### config.mk
export PLATFORM = sky130hd
export DESIGN_NAME = cim_idle_ctrl
export DESIGN_NICKNAME = d
export VERILOG_FILES = /design/src/rtl/cim_pkg.sv /design/src/rtl/cim_idle_ctrl.sv
export VERILOG_INCLUDE_DIRS = /design/src /design/src/rtl
export SDC_FILE = /design/constraint.sdc
export NUM_CORES = 1
export LEC_CHECK = 0
export BUFFER_PORTS_ARGS = -buffer_cell sky130_fd_sc_hd__buf_2
export CORE_MARGIN = 5
export CORE_UTILIZATION = 37
export DETAILED_ROUTE_END_ITERATION = 8
export PLACE_DENSITY = 0.71
export SLEW_MARGIN = 20
export SYNTH_ARGS = -nofsm -noshare
export SYNTH_HDL_FRONTEND = slang
export SYNTH_SLANG_ARGS = --single-unit
### constraint.sdc
create_clock -name ref_clk_i -period 1.6 [get_ports ref_clk_i]
set_clock_uncertainty 0.2 [all_clocks]
set_input_delay 0 -clock ref_clk_i [delete_from_list [all_inputs] [get_ports ref_clk_i]]
set_output_delay 0 -clock ref_clk_i [all_outputs]
set_load 0.02 [all_outputs]
### src/rtl/cim_params.svh
`ifndef CIM_PARAMS_SVH
`define CIM_PARAMS_SVH

// oscillator clocks in one machine cycle
`define CIM_MC_CLKS 12
// machine cycles the core may run on after a reset ends idle
`define CIM_RST_WIN_MC 2
// number of interrupt sources
`define CIM_IRQ_N 6
// divider and window counter widths
`define CIM_DIV_W 4
`define CIM_WIN_W 2
// reset values
`define CIM_DIV_RST 4'h0
`define CIM_WIN_RST 2'h0

`endif

### src/rtl/cim_pkg.sv
`default_nettype none
`include "cim_params.svh"

package cim_pkg;

   typedef enum logic [1:0] {
      CIM_RUN   = 2'b00,
      CIM_SLEEP = 2'b01,
      CIM_WIN   = 2'b10,
      CIM_RSEQ  = 2'b11
   } cim_state_t;

   typedef struct packed {
      cim_state_t state;
      logic [`CIM_DIV_W-1:0] div;
      logic [`CIM_WIN_W-1:0] win;
      logic wake;
   } cim_regs_t;

endpackage

`default_nettype wire

### src/rtl/cim_idle_ctrl.sv
`timescale 1ns/10ps
`default_nettype none
`include "cim_params.svh"

module cim_idle_ctrl
   import cim_pkg::*;
#(
   parameter int IRQ_N = `CIM_IRQ_N,
   parameter int MC_CLKS = `CIM_MC_CLKS,
   parameter int RST_WIN_MC = `CIM_RST_WIN_MC
) (
   input wire logic ref_clk_i,
   input wire logic sys_rst_i,
   input wire logic idle_enter_i,
   input wire logic global_interrupt_enable_i,
   input wire logic [IRQ_N-1:0] irq_enable_i,
   input wire logic [IRQ_N-1:0] irq_pending_i,
   input wire logic rst_pin_i,
   input wire logic cpu_ram_we_i,
   input wire logic cpu_sfr_we_i,
   input wire logic cpu_port_we_i,
   output logic mc_tick_o,
   output logic idle_o,
   output logic cpu_halt_o,
   output logic ram_we_o,
   output logic sfr_we_o,
   output logic port_we_o,
   output logic core_reset_o,
   output logic irq_wake_o
);

   localparam logic [`CIM_DIV_W-1:0] DIV_LAST = (`CIM_DIV_W)'(MC_CLKS - 1);
   localparam logic [`CIM_WIN_W-1:0] WIN_LAST = (`CIM_WIN_W)'(RST_WIN_MC - 1);

   cim_regs_t r;
   cim_regs_t n;
   logic mc_tick;
   logic wake_req;
   logic in_sleep;
   logic in_win;

   assign mc_tick = (r.div == DIV_LAST);
   assign in_sleep = (r.state == CIM_SLEEP);
   assign in_win = (r.state == CIM_WIN);
   // the global enable gates the OR of the enabled sources after the reduction
   assign wake_req = global_interrupt_enable_i && |(irq_pending_i & irq_enable_i);

   always_comb begin
      n = r;
      n.wake = 1'h0;
      // the divider never stops, so timers and uart keep counting in idle
      n.div = mc_tick ? `CIM_DIV_RST : r.div + 1'h1;
      case (r.state)
         CIM_RUN: begin
            if (rst_pin_i) begin
               n.state = CIM_RSEQ;
            end else if (idle_enter_i) begin
               n.state = CIM_SLEEP;
            end
         end
         CIM_SLEEP: begin
            // reset wins over a wake that arrives in the same cycle
            if (rst_pin_i) begin
               n.state = CIM_WIN;
               n.win = `CIM_WIN_RST;
            end else if (wake_req) begin
               n.state = CIM_RUN;
               n.wake = 1'h1;
            end
         end
         CIM_WIN: begin
            if (mc_tick) begin
               if (r.win == WIN_LAST) begin
                  n.state = CIM_RSEQ;
               end else begin
                  n.win = r.win + 1'h1;
               end
            end
         end
         CIM_RSEQ: begin
            if (!rst_pin_i) begin
               n.state = CIM_RUN;
            end
         end
         default: begin
            n.state = CIM_RUN;
         end
      endcase
   end

   always_ff @(posedge ref_clk_i or posedge sys_rst_i) begin
      if (sys_rst_i) begin
         r.state <= CIM_RUN;
         r.div <= `CIM_DIV_RST;
         r.win <= `CIM_WIN_RST;
         r.wake <= 1'h0;
      end else begin
         r <= n;
      end
   end

   assign mc_tick_o = mc_tick;
   assign idle_o = in_sleep;
   assign cpu_halt_o = in_sleep;
   // a halted core should not write, but the gate keeps state safe regardless
   assign ram_we_o = cpu_ram_we_i && !in_sleep && !in_win;
   assign sfr_we_o = cpu_sfr_we_i && !in_sleep;
   // ports stay writable in the window; software must avoid that itself
   assign port_we_o = cpu_port_we_i && !in_sleep;
   assign core_reset_o = (r.state == CIM_RSEQ);
   // core vectors to the interrupt; its saved return is the next instruction
   assign irq_wake_o = r.wake;

   localparam int WIN_MAX = `CIM_MC_CLKS * `CIM_RST_WIN_MC;
   localparam int MC_MAX = `CIM_MC_CLKS;
endmodule

`default_nettype wire

==> impl_metrics.csv <==
group,metric,value,unit
detailed_routing,vias,524,
global_route,overflow,0,
detailed_routing,dr.pass1.iters,4,
placed_design,port_buffers,27,
floorplan,start_util,39.1,%
setup_path,worstSetupPathDepth,4,
setup_path,critPathLaunchType,"flop",
floorplan,die_area,0.00224,mm^2
detailed_routing,drt-initial-drc-count,13,
setup_path,slowest_stage,"dfrtp_1",
setup_path,ff2ff_setup_slack,0.05,ns
pwr,p_comb_share,35.2,%
logic_synthesis,yosysSeqAreaShare,43.7,%
pwr,p_sw,0.303,mW
timing,hold-worst-slack,0.0127,ns
setup_path,crit_start,"r[3]",
timing,finalCritPeriodShare,96.7,%
cts,cts_tree,"done",
setup_path,crit_required,1.56,ns
cells_and_area,area_growth,45.6,%
cells_and_area,layout_commonest_cell,"buf_2",
detailed_routing,wirelength,1.34,mm
placed_design,dpl_cell_area,662,um^2
logic_synthesis,synthSimpleGateAreaFrac,27.9,%
timing,fmaxAchievable,646,MHz
setup_path,cp-endpoint,"r[7]",
logic_synthesis,ys_ff_latch,9,
detailed_routing,drc_errors,0,
logic_synthesis,synth.largest_area_cell,"dfrtp_1",
timing,finalSetupViolations,0,
placed_design,place_congestion,0.742,
floorplan,ios,28,
global_route,grt_first_pass_wirelength,2.32,mm
global_route,grt_max_degree,10,
logic_synthesis,synth_top_area_share,43.7,%
global_route,grt.total_usage,15.8,%
pwr,p_int,0.506,mW
setup_path,r2r-end,"r[7]",
placed_design,hpwl,1.02,mm
job,cap_violations,0,
timing,worstMarginPinSlew,0.354,ns
logic_synthesis,netlist_area,515,um^2
pwr,p_leak,0.411,nW
setup_path,cpLargestDelayFamily,"flip-flops",
detailed_routing,routed_via_density,5.14,
setup_path,end_kind,"flop",
cts,postCtsSetupRepairBufs,0,
cts,clock_sinks,9,
cts,cts_htree_levels,1,
pwr,clockPowerShare,23.5,%
outcome,outcome,"finished, final reports clean",
cells_and_area,drive_gt1_share,46.0,%
detailed_routing,drt-wirelength-per-cell,13.1,um
pwr,p_per_area,1080,mW/mm^2
cts,clockRootBuffer,"clkbuf_4",
global_route,grt_pass1_vias,564,
cells_and_area,stdcell_area,751,um^2
floorplan,rows,13,
logic_synthesis,synth_fp_nets,74,
pwr,p_seq_share,41.3,%
cells_and_area,antenna_cells,0,
timing,grt_setup_unrepaired,"no",
logic_synthesis,synth-compound-area-share,15.3,%
timing,tns,0,ns
logic_synthesis,yosys.area_share.adder,4.85,%
floorplan,die_h,47.3,um
cts,cts_max_path_buffers,2,
timing,period_minus_slack,1.55,ns
timing,hold_viol,0,
pwr,swShare,37.5,%
cells_and_area,final_cell_mix,"buf_2 (27), dfrtp_1 (7), dlygate4sd3_1 (5)",
global_route,antenna_found_initial,0,
setup_path,cp.buffers_inverters,0,
cells_and_area,nets,110,
cells_and_area,utilization,57.0,%
pwr,ir_worst_vdd,438,uV
setup_path,cp.arrival,1.51,ns
setup_path,r2r-start,"r[3]",
logic_synthesis,syn_area_per_cell,9.91,um^2
setup_path,r2r_cells,4,
cts,clkTransAtPathRegs,0.07,ns
logic_synthesis,synth_top_family_by_area,"simple AND/OR/NAND/NOR gates",
setup_path,critical_path_class,"flop to flop",
timing,relSlewSlack,76.3,%
logic_synthesis,synthMuxAreaShare,2.18,%
floorplan,coreArea,0.00132,mm^2
cts,clock_latency,0.28,ns
setup_path,max_stage_delay,0.39,ns
logic_synthesis,ys_top_cells_by_area,"dfrtp_1 (44%), a22o_1 (5.1%), ha_1 (4.9%), a21oi_1 (3.9%), and2_1 (3.6%)",
logic_synthesis,synth_cells,52,
cts,cts_buffers,3,
detailed_routing,route.antenna.remaining_nets,0,
logic_synthesis,yosysWarnings,0,
logic_synthesis,synth.distinct_cells,24,
timing,slew_viol_final,0,
worst_hold_path,min_path_type,"input port to async pin",
floorplan,die_w,47.3,um
setup_path,critPathMaxFanout,4,
logic_synthesis,synth_xor_area_share,1.70,%
setup_path,critical_path.cell_chain,"ha_2, and3b_4, and3_1, a211o_1",
-- synth_stat cells --
| master | n |
|---|---|
| and4bb_2 | 1 |
| ha_1 | 2 |
| nor2_1 | 4 |
| nand2_1 | 2 |
| or2_2 | 1 |
| a211o_1 | 1 |
| nand3_1 | 1 |
| a22o_1 | 3 |
| mux2_2 | 1 |
| a21oi_1 | 4 |
| nor2b_1 | 1 |
| and3_1 | 3 |
| nor3_1 | 2 |
| nand2b_1 | 1 |
| xnor2_1 | 1 |
| nor3b_1 | 2 |
| o31ai_1 | 2 |
| buf_4 | 1 |
| nor3_2 | 1 |
| and3b_4 | 1 |
| inv_1 | 4 |
| and2_1 | 3 |
| dfrtp_1 | 9 |
| a21o_2 | 1 |
-- tightest hold or removal path, stage by stage --
cell           delay (ns)
dlygate4sd3_1        0.53
buf_2                0.11
inv_1                0.27
-- power groups by stage --
stage          clock network (mW)  registers, mW  logic [mW]
3_5_place_dp                    0          0.327       0.269
2_1_floorplan                   0          0.315       0.188
3_3_place_gp                    0          0.327       0.261
6_report                    0.190          0.335       0.285
4_1_cts                     0.190          0.324       0.280
5_1_grt                     0.203          0.347       0.320
-- timing repair --
action | in CTS | in global routing
setup endpoints to repair | 0 | 2
resized for setup | 0 | 5
hold buffers | 5 | 0
endpoints found under the hold margin | 13 | 0
-- sequential cells by signal, indices dropped and copies added (netlist names) --
register    count
irq_wake_o      1
r               8
-- worst min path at each step --
stage	start	end	slack [ns]	cells past startpoint
global placement	sys_rst_i	r[3]	-0.22	2
floorplan	sys_rst_i	irq_wake_o	-0.37	1
global route	sys_rst_i	irq_wake_o	0.06	3
finish	sys_rst_i	r[2]	0.01	3
detailed placement	sys_rst_i	irq_wake_o	-0.22	2
CTS	sys_rst_i	irq_wake_o	0.02	3
-- cell families (layout without fill, tap and decap cells) --
kind of cell             after synthesis  in the layout
AO/OA/AOI/OAI                         11             11
adder cells (fa/ha/maj)                2              2
multiplexers                           1              1
AND/OR/NAND/NOR                       23             23
buffers and inverters                  5             40
XOR/XNOR                               1              1
flip-flops                             9              9
-- cell type report --
type / count / area (um^2)
Tap cell: 15 / 18.8
Clock buffer: 4 / 26.3
Inverter: 4 / 15.0
Fill cell: 113 / 567
Timing Repair Buffer: 32 / 185
Sequential cell: 9 / 228
Multi-Input combinational cell: 38 / 278
-- metal layers --
metal | vias to the layer above | routed length, um | global-route usage, %
li1 | 256 | - | -
met1 | 245 | 472 | 14.5
met2 | 19 | 704 | 28.3
met3 | 4 | 120 | 6.51
met4 | 0 | 38 | 9.94
met5 | - | 0 | 0
-- through the flow --
stage / setup slack (ns) / total power [mW] / instances
after floorplan: 0.0435 / 0.503 / 52
after global placement: 0.0601 / 0.588 / 93
after detailed placement: 0.0123 / 0.597 / 93
after CTS: 0.00191 / 0.795 / 102
after global routing: 0.00125 / 0.870 / 102
final: 0.0524 / 0.809 / 102
Power figures use the tool's default switching activity.
